## config.mk

```make
export PLATFORM = sky130hd
export DESIGN_NAME = eerd_client
export DESIGN_NICKNAME = d
export VERILOG_FILES = /design/src/core/eerd_pkg.sv /design/src/core/eerd_buf.sv /design/src/core/eerd_client.sv
export SDC_FILE = /design/constraint.sdc
export NUM_CORES = 1
export LEC_CHECK = 0
export ABC_CLOCK_PERIOD_IN_PS = 1900
export BUFFER_PORTS_ARGS = -buffer_cell sky130_fd_sc_hd__buf_2
export CORE_ASPECT_RATIO = 0.75
export CORE_MARGIN = 4
export CORE_UTILIZATION = 53
export DETAILED_ROUTE_END_ITERATION = 8
export PLACE_DENSITY = 0.84
export SYNTH_ARGS = -nofsm -noshare
export SYNTH_HDL_FRONTEND = slang
export SYNTH_SLANG_ARGS = --single-unit
```

## constraint.sdc

```tcl
create_clock -name clk_sys -period 1.9 [get_ports clk_sys]
set_input_delay 0.19 -clock clk_sys [delete_from_list [all_inputs] [get_ports clk_sys]]
set_output_delay 0.19 -clock clk_sys [all_outputs]
set_load 0.05 [all_outputs]
```

## src/core/eerd_pkg.sv

```systemverilog
// Package for the serial EEPROM client: constants and carrier types.
package eerd_pkg;
    localparam int ADDR_W = 9;
    localparam logic [3:0] DEV_CODE = 4'h a;
    localparam logic [8:0] ADDR_RESET = 9'h 000;
    localparam logic [8:0] ADDR_ONE = 9'h 001;
    localparam logic [2:0] BIT_LAST = 3'h 7;
    localparam logic [2:0] BIT_FIRST = 3'h 0;
    // Control byte field positions.
    localparam int CB_CODE_HI = 7;
    localparam int CB_CODE_LO = 4;
    localparam int CB_CS_HIGH = 3;
    localparam int CB_CS_LOW = 2;
    localparam int CB_BLOCK = 1;
    localparam int CB_RW = 0;
    // Buffer shape.
    localparam int BUF_DEPTH = 2;
    localparam int BUF_W = 9;

    // Bus state machine, Gray-coded along the usual path.
    typedef enum logic [2:0] {
        EERD_IDLE = 3'b000,
        EERD_CTRL = 3'b001,
        EERD_CACK = 3'b011,
        EERD_ADDR = 3'b010,
        EERD_AACK = 3'b110,
        EERD_TX = 3'b111,
        EERD_MACK = 3'b101,
        EERD_WDAT = 3'b100
    } eerd_state_t;

    // Read request carried from the address logic to the array side.
    typedef struct packed {
        logic [8:0] addr;
    } eerd_req_t;
endpackage : eerd_pkg

```

## src/core/eerd_buf.sv

```systemverilog
// Two-entry valid/ready buffer for array read requests.
`timescale 1ns/1ps
module eerd_buf (
    // Clock and reset.
    input wire logic clk_sys,
    input wire logic resetn,
    // Fill side.
    input wire logic in_valid,
    output logic in_ready,
    input wire eerd_pkg::eerd_req_t in_data,
    // Drain side.
    output logic out_valid,
    input wire logic out_ready,
    output eerd_pkg::eerd_req_t out_data
);
    eerd_pkg::eerd_req_t mem_r [eerd_pkg::BUF_DEPTH];
    logic wr_ptr_r;
    logic rd_ptr_r;
    logic [1:0] count_r;

    // Honest full and empty come straight from the occupancy count.
    assign in_ready = (count_r != 2'h 2);
    assign out_valid = (count_r != 2'h 0);
    assign out_data = mem_r[rd_ptr_r];

    // Pointers and occupancy move on accepted handshakes only.
    always_ff @(posedge clk_sys or negedge resetn) begin
        if (!resetn) begin
            wr_ptr_r <= 1'b0;
            rd_ptr_r <= 1'b0;
            count_r <= 2'h 0;
        end else begin
            if (in_valid && in_ready) begin
                wr_ptr_r <= ~wr_ptr_r;
            end
            if (out_valid && out_ready) begin
                rd_ptr_r <= ~rd_ptr_r;
            end
            count_r <= count_r + 2'((in_valid && in_ready) ? 1 : 0)
                - 2'((out_valid && out_ready) ? 1 : 0);
        end
    end

    // Storage entries, one generate slot per entry.
    for (genvar i = 0; i < eerd_pkg::BUF_DEPTH; i++) begin : g_ent
        always_ff @(posedge clk_sys or negedge resetn) begin
            if (!resetn) begin
                mem_r[i] <= '0;
            end else if (in_valid && in_ready && (wr_ptr_r == 1'(i))) begin
                mem_r[i] <= in_data;
            end
        end
    end
endmodule : eerd_buf

```

## src/core/eerd_client.sv

```systemverilog
// Serial EEPROM client bus logic: addressing, polling and reads.
//
// Function
// No acknowledge while write cycle busy.
// Stop after write starts programming cycle.
// Host polls with write control byte.
// Host repeats Start and byte until acknowledged.
// Acknowledge polling byte once cycle done.
// Read control byte has direction one.
// Current, random and sequential reads supported.
// Address counter holds last location plus one.
// Acknowledge read byte, send eight bits MSB-first.
// Host no-ack plus Stop ends read.
// Repeated Start keeps the loaded address.
// Host resends control byte with read direction.
// Pointer follows the byte just read.
// Host acknowledge continues to next address.
// Pointer increments after each byte operation.
// Nine-bit pointer wraps to zero.
// Match device code and chip-select pins.
// Block-select bit is ninth address bit.
// Byte after write control loads pointer.
// Release data line after host no-ack.
// Mismatched byte: stay released until Start.
// Start mid-transfer aborts to control byte.
`timescale 1ns/1ps
module eerd_client (
    // Clock and reset.
    input wire logic clk_sys,
    input wire logic resetn,
    // Serial bus pins; data is open drain.
    input wire logic scl_in,
    input wire logic sda_in,
    output logic sda_out,
    output logic sda_oe,
    // Chip-select straps.
    input wire logic chip_select_high,
    input wire logic chip_select_low,
    // Array read port.
    output logic rd_req_valid,
    input wire logic rd_req_ready,
    output logic [8:0] rd_addr,
    input wire logic rd_data_valid,
    input wire logic [7:0] rd_data,
    // Self-timed programming cycle.
    output logic prog_start,
    input wire logic prog_busy
);
    ////////////////////////////////////////////////////////////////////////
    // Input synchronisers and condition detection.
    logic scl_m_r, scl_s_r, scl_d_r;
    logic sda_m_r, sda_s_r, sda_d_r;
    logic csh_m_r, csh_s_r, csl_m_r, csl_s_r;
    logic scl_rise, scl_fall, start_det, stop_det;

    // Every pin passes two flops before anything reads it.
    always_ff @(posedge clk_sys or negedge resetn) begin
        if (!resetn) begin
            scl_m_r <= 1'b1;
            scl_s_r <= 1'b1;
            scl_d_r <= 1'b1;
            sda_m_r <= 1'b1;
            sda_s_r <= 1'b1;
            sda_d_r <= 1'b1;
            csh_m_r <= 1'b0;
            csh_s_r <= 1'b0;
            csl_m_r <= 1'b0;
            csl_s_r <= 1'b0;
        end else begin
            scl_m_r <= scl_in;
            scl_s_r <= scl_m_r;
            scl_d_r <= scl_s_r;
            sda_m_r <= sda_in;
            sda_s_r <= sda_m_r;
            sda_d_r <= sda_s_r;
            csh_m_r <= chip_select_high;
            csh_s_r <= csh_m_r;
            csl_m_r <= chip_select_low;
            csl_s_r <= csl_m_r;
        end
    end

    assign scl_rise = scl_s_r && !scl_d_r;
    assign scl_fall = !scl_s_r && scl_d_r;
    // Data edges while the clock stays high are Start and Stop.
    assign start_det = scl_s_r && scl_d_r && !sda_s_r && sda_d_r;
    assign stop_det = scl_s_r && scl_d_r && sda_s_r && !sda_d_r;

    ////////////////////////////////////////////////////////////////////////
    // Bus state machine.
    eerd_pkg::eerd_state_t state_r;
    logic [2:0] bit_cnt_r;
    logic [7:0] shift_r;
    logic [8:0] addr_r;
    logic rw_r;
    logic wrote_r;
    logic match;
    logic [7:0] rx_byte;
    logic [7:0] tx_r;
    logic tx_full_r;
    logic host_ack_r;
    eerd_pkg::eerd_req_t req_in;
    logic req_valid, req_ready;
    logic scl_seen_r;
    logic req_pend_r;
    eerd_pkg::eerd_req_t req_out;

    assign rx_byte = {shift_r[6:0], sda_s_r};
    // device match
    assign match = (rx_byte[eerd_pkg::CB_CODE_HI:eerd_pkg::CB_CODE_LO] == eerd_pkg::DEV_CODE)
        && (rx_byte[eerd_pkg::CB_CS_HIGH] == csh_s_r)
        && (rx_byte[eerd_pkg::CB_CS_LOW] == csl_s_r);

    // Main sequencing on sampled clock edges; Start overrides everything.
    always_ff @(posedge clk_sys or negedge resetn) begin
        if (!resetn) begin
            state_r <= eerd_pkg::EERD_IDLE;
            bit_cnt_r <= eerd_pkg::BIT_FIRST;
            shift_r <= 8'h 00;
            rw_r <= 1'b0;
            host_ack_r <= 1'b0;
        end else if (start_det) begin
            // start aborts
            state_r <= eerd_pkg::EERD_CTRL;
            bit_cnt_r <= eerd_pkg::BIT_FIRST;
        end else if (stop_det) begin
            state_r <= eerd_pkg::EERD_IDLE;
        end else begin
            case (state_r)
                eerd_pkg::EERD_CTRL, eerd_pkg::EERD_ADDR, eerd_pkg::EERD_WDAT: begin
                    if (scl_rise) begin
                        shift_r <= rx_byte;
                        bit_cnt_r <= bit_cnt_r + 3'h 1;
                        if (bit_cnt_r == eerd_pkg::BIT_LAST) begin
                            if (state_r == eerd_pkg::EERD_CTRL) begin
                                rw_r <= rx_byte[eerd_pkg::CB_RW];
                                // busy no-ack
                                // mismatch ignore
                                state_r <= (match && !prog_busy) ? eerd_pkg::EERD_CACK
                                    : eerd_pkg::EERD_IDLE;
                            end else begin
                                state_r <= eerd_pkg::EERD_AACK;
                            end
                        end
                    end
                end
                eerd_pkg::EERD_CACK, eerd_pkg::EERD_AACK: begin
                    // Leave the acknowledge slot on the falling edge.
                    if (scl_fall && scl_seen_r) begin
                        if (state_r == eerd_pkg::EERD_CACK && rw_r) begin
                            // read direction
                            state_r <= eerd_pkg::EERD_TX;
                        end else if (state_r == eerd_pkg::EERD_CACK) begin
                            state_r <= eerd_pkg::EERD_ADDR;
                        end else begin
                            state_r <= eerd_pkg::EERD_WDAT;
                        end
                    end
                end
                eerd_pkg::EERD_TX: begin
                    if (scl_fall) begin
                        bit_cnt_r <= bit_cnt_r + 3'h 1;
                        if (bit_cnt_r == eerd_pkg::BIT_LAST) begin
                            state_r <= eerd_pkg::EERD_MACK;
                        end
                    end
                end
                eerd_pkg::EERD_MACK: begin
                    if (scl_rise) begin
                        host_ack_r <= !sda_s_r;
                    end
                    if (scl_fall && scl_seen_r) begin
                        // ack continues
                        // no-ack releases
                        state_r <= host_ack_r ? eerd_pkg::EERD_TX : eerd_pkg::EERD_IDLE;
                    end
                end
                default: begin
                    state_r <= eerd_pkg::EERD_IDLE;
                end
            endcase
        end
    end

    // Marks that a rising edge occurred inside an acknowledge slot, so the fall that
    // opened the slot is not mistaken for the one that closes it. The rise of the last
    // received bit must not count, since it comes before the opening fall.
    always_ff @(posedge clk_sys or negedge resetn) begin
        if (!resetn) begin
            scl_seen_r <= 1'b0;
        end else if (scl_fall) begin
            scl_seen_r <= 1'b0;
        end else if (scl_rise && (state_r == eerd_pkg::EERD_CACK
            || state_r == eerd_pkg::EERD_AACK || state_r == eerd_pkg::EERD_MACK)) begin
            scl_seen_r <= 1'b1;
        end
    end

    ////////////////////////////////////////////////////////////////////////
    // Address pointer and write tracking.
    logic ctrl_done, addr_done, byte_out_done, wdat_done;
    assign ctrl_done = !start_det && !stop_det && scl_rise
        && state_r == eerd_pkg::EERD_CTRL && bit_cnt_r == eerd_pkg::BIT_LAST
        && match && !prog_busy;
    assign addr_done = !start_det && !stop_det && scl_rise
        && state_r == eerd_pkg::EERD_ADDR && bit_cnt_r == eerd_pkg::BIT_LAST;
    assign wdat_done = !start_det && !stop_det && scl_rise
        && state_r == eerd_pkg::EERD_WDAT && bit_cnt_r == eerd_pkg::BIT_LAST;
    assign byte_out_done = !start_det && !stop_det && scl_fall
        && state_r == eerd_pkg::EERD_TX && bit_cnt_r == eerd_pkg::BIT_LAST;

    // The block-select bit and the address byte form the nine-bit pointer.
    always_ff @(posedge clk_sys or negedge resetn) begin
        if (!resetn) begin
            addr_r <= eerd_pkg::ADDR_RESET;
        end else if (ctrl_done) begin
            // block select
            addr_r[8] <= rx_byte[eerd_pkg::CB_BLOCK];
        end else if (addr_done) begin
            // load pointer
            // keep pointer
            addr_r[7:0] <= rx_byte;
        end else if (byte_out_done || wdat_done) begin
            // increment
            // wrap
            // last plus one
            // follows read
            addr_r <= addr_r + eerd_pkg::ADDR_ONE;
        end
    end

    // A write that received data starts the programming cycle at its Stop.
    always_ff @(posedge clk_sys or negedge resetn) begin
        if (!resetn) begin
            wrote_r <= 1'b0;
            prog_start <= 1'b0;
        end else begin
            // stop starts cycle
            prog_start <= stop_det && wrote_r;
            if (stop_det || start_det) begin
                wrote_r <= 1'b0;
            end else if (wdat_done) begin
                wrote_r <= 1'b1;
            end
        end
    end

    ////////////////////////////////////////////////////////////////////////
    // Read fetch path through the two-entry buffer.
    // read types
    assign req_valid = (state_r == eerd_pkg::EERD_CACK || state_r == eerd_pkg::EERD_MACK)
        && rw_r && !tx_full_r && !req_pend_r;
    assign req_in.addr = addr_r;

    // One fetch per byte slot; the flag clears when data arrives.
    always_ff @(posedge clk_sys or negedge resetn) begin
        if (!resetn) begin
            req_pend_r <= 1'b0;
        end else if (start_det || stop_det) begin
            req_pend_r <= 1'b0;
        end else if (req_valid && req_ready) begin
            req_pend_r <= 1'b1;
        end else if (rd_data_valid) begin
            req_pend_r <= 1'b0;
        end
    end

    eerd_buf u_buf (
        .clk_sys(clk_sys),
        .resetn(resetn),
        .in_valid(req_valid),
        .in_ready(req_ready),
        .in_data(req_in),
        .out_valid(rd_req_valid),
        .out_ready(rd_req_ready),
        .out_data(req_out)
    );
    assign rd_addr = req_out.addr;

    // Holding register for the byte to shift out.
    always_ff @(posedge clk_sys or negedge resetn) begin
        if (!resetn) begin
            tx_r <= 8'h 00;
            tx_full_r <= 1'b0;
        end else if (rd_data_valid && req_pend_r) begin
            tx_r <= rd_data;
            tx_full_r <= 1'b1;
        end else if (byte_out_done || start_det || stop_det) begin
            tx_full_r <= 1'b0;
        end
    end

    ////////////////////////////////////////////////////////////////////////
    // Data pin drive, updated on falling clock edges and released on Start and Stop.
    always_ff @(posedge clk_sys or negedge resetn) begin
        if (!resetn) begin
            sda_oe <= 1'b0;
        end else if (start_det || stop_det) begin
            sda_oe <= 1'b0;
        end else if (scl_fall) begin
            case (state_r)
                // ack when done
                // ack read
                eerd_pkg::EERD_CACK, eerd_pkg::EERD_AACK: sda_oe <= !scl_seen_r
                    || (state_r == eerd_pkg::EERD_CACK && rw_r && !tx_r[7]);
                // msb first
                eerd_pkg::EERD_TX: sda_oe <= (bit_cnt_r != eerd_pkg::BIT_LAST)
                    && !tx_r[3'h 6 - bit_cnt_r];
                // stop transmitting
                eerd_pkg::EERD_MACK: sda_oe <= scl_seen_r && host_ack_r && !tx_r[7];
                default: sda_oe <= 1'b0;
            endcase
        end
    end
    assign sda_out = 1'b0;
endmodule : eerd_client

```

# After elaboration in Yosys (flattened, before gate mapping)

Cells that the tools add are included.
W data, S select, Z words.

Register bits after elaboration: 70
Input port bits: 17
Output and inout bits: 13
Word-level logic and storage cells: 184

Order comparisons: 2
Bitwise logic cells: 6
Equal/unequal tests: 23
Reduce and logical (&&, ||, !) cells: 77
Multiplexer cells: 42
Add/subtract/negate cells: 5

Operators by type and width:

| kind                  | number |
|---|---|
| $mux W3               | 16 |
| $logic_and A1 B1 Y1   | 39 |
| $mux W9               | 4 |
| $ne A4 B4 Y1 const B  | 6 |
| $mux W1               | 16 |
| $eq A3 B3 Y1 const B  | 5 |
| $reduce_bool A2 Y1    | 7 |
| $logic_not A1 Y1      | 12 |
| $pmux W3 S4           | 1 |
| $reduce_and A4 Y1     | 3 |
| $reduce_and A6 Y1     | 2 |
| $add A9 B1 Y9 const B | 1 |
| $ne A3 B3 Y1 const B  | 3 |
| $logic_or A1 B1 Y1    | 8 |
| $mux W8               | 1 |
| $eq A3 B2 Y1 const B  | 2 |
| $ne A2 B2 Y1 const B  | 3 |
| $pmux W3 S2           | 1 |
| $reduce_bool A3 Y1    | 2 |
| $not A1 Y1            | 5 |
| $eq A4 B4 Y1 const B  | 1 |
| $lt A3 B4 Y1 const B  | 1 |
| $reduce_and A2 Y1     | 2 |
| $add A3 B1 Y3 const B | 1 |
| 12 further kinds      | 13 |

# Depth between registers and ports, before layout

Gate-level depths: netlist of the first run.

Word-level depth: 12
Mapped depth: 7
Gate-level depth less buffers: 7

# By module

A second synthesis of the first run with hierarchy kept.

Cells, all modules: 292
Area total of the unflattened synthesis: 3555.9 µm²

Modules (own cells, without submodules):

| module      | times used | cells an instance | area each (µm²) |
|---|---|---|---|
| eerd_client | 1          | 227               | 2492.4 |
| eerd_buf    | 1          | 65                | 1063.5 |

# Worst setup path after synthesis of the first run

Ideal clock, no wire load.

Path kind: register -> register
Start point: register scl_s_r
End point: register addr_r[8]
Required time: 1.831 ns
Stages on the path, launching flop included: 6
Arrival time: 1.952 ns
Buffers on the path: 0
Slack: -0.120 ns
Cells stage by stage: dfstp_2 -> or4b_4 -> a21oi_4 -> nand2_4 -> or4_1 -> nand3_1

Longest elaborated chain between the ends: 12
Elaborated cells between the ends (all ways): 28
Those cells by class: eq/ne: 1; mux: 1; reduce/logical: 26

Ends and longest elaborated chain:

| what                                                                       | line                                                       | text |
|---|---|---|
| start, declared                                                            | eerd_client.sv:51                                          | `logic scl_m_r, scl_s_r, scl_d_r;` |
| start signal, assigned                                                     | eerd_client.sv:71                                          | `scl_s_r <= scl_m_r;` |
| $logic_and A1 B1 Y1                                                        | eerd_client.sv:86, eerd_client.sv:87                       |  |
| $logic_and A1 B1 Y1, on equally long branches (2 in a row)                 | eerd_client.sv:86, eerd_client.sv:87                       |  |
| $logic_not A1 Y1                                                           | --                                                         |  |
| $logic_and A1 B1 Y1                                                        | --                                                         |  |
| $logic_and A1 B1 Y1                                                        | eerd_client.sv:202, eerd_client.sv:205, eerd_client.sv:207 |  |
| $logic_and A1 B1 Y1 (2 in a row)                                           | eerd_client.sv:203                                         | `&& state_r == eerd_pkg::EERD_CTRL && bit_cnt_r == eerd_pkg::BIT_LAST` |
| $logic_and A1 B1 Y1 (2 in a row)                                           | eerd_client.sv:204                                         | `&& match && !prog_busy;` |
| $ne A2 B2 Y1 (no source line) / $reduce_bool A2 Y1 (equally long branches) | --                                                         |  |
| $reduce_and A2 Y1 (no source line)                                         | --                                                         |  |
| end signal, assigned                                                       | eerd_client.sv:215                                         | `addr_r <= eerd_pkg::ADDR_RESET;` |
| end signal, assigned                                                       | eerd_client.sv:218                                         | `addr_r[8] <= rx_byte[eerd_pkg::CB_BLOCK];` |
| end signal, assigned                                                       | eerd_client.sv:228                                         | `addr_r <= addr_r + eerd_pkg::ADDR_ONE;` |
| end, declared                                                              | eerd_client.sv:94                                          | `logic [8:0] addr_r;` |

Parallel ways exist; a longest one is shown, timed or not.
A chain may end at the register's enable or synchronous reset.

# Worst setup path after layout of the first run

Start point: register scl_s_r
End point: register addr_r[7]

Longest elaborated chain between the ends: 12
Elaborated cells between the ends (all ways): 28
Those cells by class: mux: 1; bitwise: 1; reduce/logical: 26

Ends and longest elaborated chain:

| what                                                       | line                                                       | text |
|---|---|---|
| $logic_and A1 B1 Y1                                        | eerd_client.sv:86, eerd_client.sv:87                       |  |
| $logic_and A1 B1 Y1, on equally long branches (2 in a row) | eerd_client.sv:86, eerd_client.sv:87                       |  |
| $logic_not A1 Y1                                           | --                                                         |  |
| $logic_and A1 B1 Y1                                        | --                                                         |  |
| $logic_and A1 B1 Y1                                        | eerd_client.sv:202, eerd_client.sv:205, eerd_client.sv:207 |  |
| $logic_and A1 B1 Y1 (2 in a row)                           | eerd_client.sv:203                                         |  |
| $logic_and A1 B1 Y1 (2 in a row)                           | eerd_client.sv:204                                         |  |
| $not A1 Y1 (no source line)                                | --                                                         |  |
| $reduce_and A2 Y1 (no source line)                         | --                                                         |  |
| end signal, assigned                                       | eerd_client.sv:215                                         |  |
| end signal, assigned                                       | eerd_client.sv:222                                         | `addr_r[7:0] <= rx_byte;` |
| end signal, assigned                                       | eerd_client.sv:228                                         |  |

Parallel ways exist; a longest one is shown, timed or not.

==> results of run 1 <==
## flip-flops by register name, indices dropped and copies added (netlist names), 2 cells and up
name           flops
tx_r               8
u_buf.count_r      2
state_r            3
bit_cnt_r          3
addr_r             9
shift_r            7
u_buf.mem_r       18
## worst max-delay path, delay by kind of cell, from the launching register on
family,cells,cell delay (ns)
XOR/XNOR,1,0.19
AND/OR/NAND/NOR,2,0.62
flip-flops,1,0.53
AO/OA/AOI/OAI,2,0.32
buffers and inverters,1,0.14
## metrics by stage
| step | area [um^2] | instances | util | setup WS [ns] |
|---|---|---|---|---|
| floorplan | 3390 | 286 | - | -0.0335 |
| global placement | 3790 | 406 | 0.635 | -0.00349 |
| detailed placement | 3790 | 406 | 0.635 | -0.0635 |
| CTS | 4070 | 428 | 0.681 | 0.0140 |
| global route | 4170 | 430 | 0.698 | -0.0832 |
| finish | 4170 | 430 | 0.698 | -0.0196 |
## where the power goes
group / internal [mW] / switching (mW)
clock network: 0.644 / 0.560
registers: 1.70 / 0.255
logic: 0.733 / 0.665
## layout make-up
type | count | area, um^2
clock inverters | 5 | 58.8
flip-flops and latches | 70 | 1760
well taps | 78 | 97.6
inverters | 10 | 37.5
clock buffers | 11 | 141
fillers | 420 | 1800
multi-input cells | 195 | 1640
repair buffers | 61 | 442
## per-layer routing
| metal | routed length, um | share of wire |
|---|---|---|
| met1 | 3320 | 0.46 |
| met2 | 3300 | 0.46 |
| met3 | 514 | 0.071 |
| met4 | 119 | 0.016 |
| met5 | 0 | 0 |
## how the worst max path moves through the flow
stage / startpoint / slack, ns / endpoint / cells after the start
after floorplan: scl_s_r$_DFF_PN1_ / -0.03 / addr_r[8]$_DFFE_PN0P_ / 5
after global placement: bit_cnt_r[1]$_DFFE_PN0P_ / -0.003 / sda_oe$_DFFE_PN0P_ / 6
after detailed placement: bit_cnt_r[1]$_DFFE_PN0P_ / -0.06 / state_r[2]$_DFFE_PN0P_ / 8
after CTS: bit_cnt_r[0]$_DFFE_PN0P_ / 0.01 / state_r[2]$_DFFE_PN0P_ / 8
after global routing: scl_s_r$_DFF_PN1_ / -0.08 / addr_r[4]$_DFFE_PN0P_ / 6
final: scl_s_r$_DFF_PN1_ / -0.02 / addr_r[7]$_DFFE_PN0P_ / 6
## logic make-up after synthesis
family                     after synthesis  share of synthesized area
and+or+nand+nor                         77                      0.125
DFF                                     70                      0.522
muxes                                   52                      0.178
AOI/OAI and AO/OA                       42                     0.0784
buffers and inverters                   21                     0.0282
xor gates and xnor gates                17                     0.0442
adders and majority gates                6                     0.0223
other                                    1                    0.00111
## cells in the final DEF, fill, tap and decap left out, types with 2 or more instances in the layout
| master | instances |
|---|---|
| nor2b_1 | 2 |
| mux4_2 | 2 |
| clkinvlp_4 | 2 |
| nand4_1 | 7 |
| nand3_1 | 5 |
| nor4_4 | 2 |
| dlygate4sd3_1 | 5 |
| o21a_1 | 2 |
| and2_1 | 4 |
| inv_1 | 10 |
| a21oi_1 | 14 |
| nor3_2 | 2 |
| xnor2_1 | 9 |
| clkbuf_8 | 10 |
| nor2_1 | 16 |
| buf_4 | 24 |
| nor3_1 | 2 |
| a31oi_1 | 2 |
| mux2i_1 | 6 |
| buf_12 | 3 |
| ha_1 | 3 |
| nand2_1 | 14 |
| o21ai_1 | 2 |
| nor3b_1 | 2 |
| ha_4 | 2 |
| nor2b_2 | 2 |
| and3_1 | 2 |
| o21ai_0 | 8 |
| a211oi_1 | 2 |
| mux2_2 | 43 |
| xor2_1 | 7 |
| buf_2 | 28 |
| dfstp_2 | 6 |
| nand2b_1 | 4 |
| dfrtp_1 | 63 |
## timing repair
item | in CTS | in global routing
pin swaps | 1 | 9
setup endpoints to repair | 3 | 13
resized for setup | 4 | 18
hold buffers | 5 | 0
setup buffers | 1 | 2
hold endpoints to repair | 17 | 0
==> results by group, run 1 <==
GRT
  • Antenna violations before repair: 0
  • GRT Overall Usage: 0.201
  • GR Overflow Total: 0
  • GRT met2 Usage: 0.284
  • Grt met3 use: 0.0834
  • Grt peak-use layer: met2
  • First-pass GRT wire length: 12.1 mm
  • Pin count of the biggest net entering global routing: 55
  • Vias in the first global route: 2499
  • Routing usage on met1: 0.281

Synth
  • FFs w/ async S/R, synth: 1.00
  • Count leader, synth: dfrtp_1
  • Syn avg cell area: 11.8 um^2
  • Sequential area share after synthesis: 0.522
  • Yosys warnings: 0
  • Syn nets: 309
  • Yosys top cell area share: 0.475
  • Largest cells by area after synthesis: dfrtp_1, mux2_2, dfstp_2, xnor2_1, ha_1
  • Synth cell types: 52
  • Synth Cell Area: 0.00337 mm^2
  • Yosys reg bits: 70
  • Yosys top cell by area: dfrtp_1
  • Ys flop type: dfrtp_1
  • Most frequent cells after synthesis: dfrtp_1, mux2_2, nor2_1
  • Cells after synthesis: 286
  • EDFF count, synth: 0

Placed design
  • Port bufs: 28
  • Post-detail-place hpwl: 5.06 mm
  • RePlAce Congestion: 0.968

STA
  • Final Skew: 0.00827 ns
  • RSZ-0062 raised after global routing: yes
  • Slew Viols, Final: 0
  • Setup Viol. Count Final: 1
  • Final Hold Viols: 0
  • Fin crit share: 1.01
  • Final worst slack: -0.0196 ns
  • Setup TNS: -0.0196 ns
  • Fmax: 0.521 GHz
  • Period minus WS final: 1.92 ns
  • Hold slack: 0.0722 ns

Pwr
  • Worst VDD drop: 640 uV
  • Total power: 4.56 mW
  • Lkg Pwr: 1.95 nW
  • Pwr Density: 1090 mW/mm^2

Detailed routing
  • Wire per inst: 16.9 um
  • Drt first pass iters: 5
  • Routed wire length: 7.25 mm
  • Via density: 5.79
  • Detailed router's first-iteration violation count: 264
  • DRC viols: 0
  • Detail Route Antenna Nets: 0
  • Via count: 2488

Run status
  • Outcome: finished with violations
  • Failing checks: setup timing

Setup path
  • Worst Path Required: 2.13 ns
  • Critical-path maximum fanout: 5
  • Critical path's slowest cell: dfstp_2
  • CP cell instances: or4b_4, a21oi_4, buf_6, nand4_1, xnor2_1, a21oi_1
  • Worst r2r src: scl_s_r$_DFF_PN1_
  • Critical Path End Type: flop
  • Crit Path Category: reg2reg
  • Worst path max stage delay: 0.53 ns
  • Worst r2r path cells: 6
  • Startpoint class of the critical path: flop
  • Reg-to-reg endpoint: addr_r[7]$_DFFE_PN0P_
  • Reg2Reg Setup Slack: -0.02 ns
  • Crit path DAT: 2.15 ns

Die
  • Initial Util: 0.564
  • Width of the die: 100 um
  • Die Span Y: 77.0 um
  • # IOs: 30
  • Die area: 0.00771 mm^2
  • Core area: 0.00598 mm^2
  • FP Rows: 24

Clock tree
  • TritonCTS Buffers: 9
  • CTS clock-pin slew for the worst setup and hold paths: 0.08 ns
  • CTS tree: built
  • # clock sinks: 70
  • CTS root buf: clkbuf_8
  • H-Tree Depth: 3
  • Clock Latency Late Sink: 0.35 ns
  • Clk buf depth: 2

Hold path
  • HP Class: in2reg
  • Hold_sp: rd_data[1]
  • Hold depth: 2
  • Worst Hold Endpoint: tx_r[1]$_DFFE_PN0P_

Cells and area
  • Area grow syn2layout: 23.9%
  • Diode count: 0
  • # nets final: 370
  • Fraction of layout cells with a size suffix above 1: 0.415

Run
  • Max-Cap Viols: 0
Power figures use the tool's default switching activity.
==> run 2, diff against run 1 <==
CELL_PAD_IN_SITES_DETAIL_PLACEMENT = 1   (was not set)
CELL_PAD_IN_SITES_GLOBAL_PLACEMENT = 1   (was not set)
CORE_UTILIZATION = 43   (was 53)
==> results by group, run 2 (synthesis results as in run 1) <==
Die
  • Core area: 0.00747 mm^2
  • FP Rows: 27
  • Die area: 0.00933 mm^2
  • Die Span Y: 84.6 um
  • Initial Util: 0.451
  • # IOs: 30
  • Width of the die: 110 um

Clock tree
  • # clock sinks: 70
  • H-Tree Depth: 3
  • CTS root buf: clkbuf_8
  • Clock Latency Late Sink: 0.35 ns
  • TritonCTS Buffers: 9
  • Clk buf depth: 2
  • CTS clock-pin slew for the worst setup and hold paths: 0.08 ns
  • CTS tree: built

Setup path
  • Critical Path End Type: flop
  • Worst Path Required: 2.17 ns
  • Critical-path maximum fanout: 7
  • Crit Path Category: reg2reg
  • Crit path DAT: 2.17 ns
  • Startpoint class of the critical path: flop

Run status
  • Outcome: finished with violations
  • Failing checks: setup timing

STA
  • Final Hold Viols: 0
  • Final Skew: 0.0110 ns
  • Fmax: 0.525 GHz
  • Setup TNS: -0.00563 ns
  • Period minus WS final: 1.91 ns
  • Slew Viols, Final: 0
  • Final worst slack: -0.00563 ns
  • RSZ-0062 raised after global routing: yes
  • Fin crit share: 1.00
  • Setup Viol. Count Final: 1
  • Hold slack: 0.0764 ns

Cells and area
  • Max reg flops: 18
  • Diode count: 0
  • Biggest register: u_buf.mem_r
  • # nets final: 369
  • Fraction of layout cells with a size suffix above 1: 0.416
  • Largest registers: u_buf.mem_r (18), addr_r (9), tx_r (8)
  • Area grow syn2layout: 23.9%
  • Commonest cells after routing, fill and taps aside: dfrtp_1, mux2_2, buf_2
  • Most common cell after layout, fill and taps aside: dfrtp_1
  • Fillers: 785

Pwr
  • Total power: 4.49 mW
  • Worst VDD drop: 500 uV
  • Lkg Pwr: 1.94 nW
  • Pwr Density: 1080 mW/mm^2

Placed design
  • Post-detail-place hpwl: 5.59 mm
  • Port bufs: 28
  • Dpl ws: -0.118 ns
  • RePlAce Congestion: 0.917

Detailed routing
  • DRC viols: 0
  • Via density: 5.50
  • Routed wire length: 8.34 mm
  • Detail Route Antenna Nets: 0
  • Detailed router's first-iteration violation count: 87
  • Drt first pass iters: 4
  • Wire per inst: 18.4 um
  • Via count: 2484

Run
  • Max-Cap Viols: 0

Hold path
  • HP Class: in2reg

GRT
  • Antenna violations before repair: 0
  • Vias in the first global route: 2792
  • First-pass GRT wire length: 14.0 mm
  • GRT Overall Usage: 0.194
  • Pin count of the biggest net entering global routing: 71
  • GR Overflow Total: 0
[run 2: changes by cell type in the layout (fill, tap and decap cells not counted), sizes merged]
| cell | change |
|---|---|
| buf | -1 |
| clkbuf | -2 |
| clkinv | +2 |
[run 2: timing repair]
item | 4_1_cts | 5_1_grt
hold buffers | 5 | 0
setup endpoints to repair | 7 | 22
gates resized for setup | 8 | 13
endpoints found under the hold margin | 68 | 0
pin swaps | 1 | 9
buffers inserted | 3 | 2
[run 2: report_power, final]
group | switching [mW] | internal (mW) | leakage (nW)
logic | 0.655 | 0.685 | 0.942
clock network | 0.591 | 0.608 | 0.0956
registers | 0.255 | 1.70 | 0.907
[run 2: final timing paths]
check	startpoint	end	slack [ns]	cells after the start
setup / recovery	scl_s_r$_DFF_PN1_	addr_r[6]$_DFFE_PN0P_	-0.006	6
setup reg to reg	scl_s_r$_DFF_PN1_	addr_r[6]$_DFFE_PN0P_	-0.006	6
max in group asynchronous	resetn	sda_d_r$_DFF_PN1_	1.15	3
hold reg to reg	csl_m_r$_DFF_PN0_	csl_s_r$_DFF_PN0_	0.35	0
hold / removal	rd_data[6]	tx_r[6]$_DFFE_PN0P_	0.08	2
min in group asynchronous	resetn	bit_cnt_r[1]$_DFFE_PN0P_	0.39	3
[run 2: critical path, cell delays in order (launching register included)]
cell     delay (ns)
dfstp_2        0.53
or4b_4         0.49
a21oi_4        0.21
buf_6          0.15
nand4_1        0.13
xor2_1         0.17
a21oi_1        0.15
[run 2: area by class of cell]
type | instances | area, um^2 | area share
flip-flops and latches | 70 | 1760 | 0.422
multi-input cells | 195 | 1630 | 0.391
repair buffers | 60 | 422 | 0.101
well taps | 101 | 126 | 0.0303
clock buffers | 9 | 124 | 0.0297
clock inverters | 7 | 72.6 | 0.0174
inverters | 10 | 37.5 | 0.00899
[run 2: metrics by stage]
stage | util | instances | area, um^2
2_1_floorplan | - | 286 | 3390
3_3_place_gp | 0.507 | 426 | 3790
3_5_place_dp | 0.507 | 426 | 3790
4_1_cts | 0.548 | 450 | 4090
5_1_grt | 0.559 | 452 | 4170
6_report | 0.559 | 452 | 4170
[run 2: layer usage]
metal / up-vias / track usage / part of all wire
li1: 1137 / - / -
met1: 1267 / 0.239 / 0.42
met2: 61 / 0.323 / 0.51
met3: 19 / 0.0530 / 0.046
met4: 0 / 0.0727 / 0.022
met5: - / 0 / 0
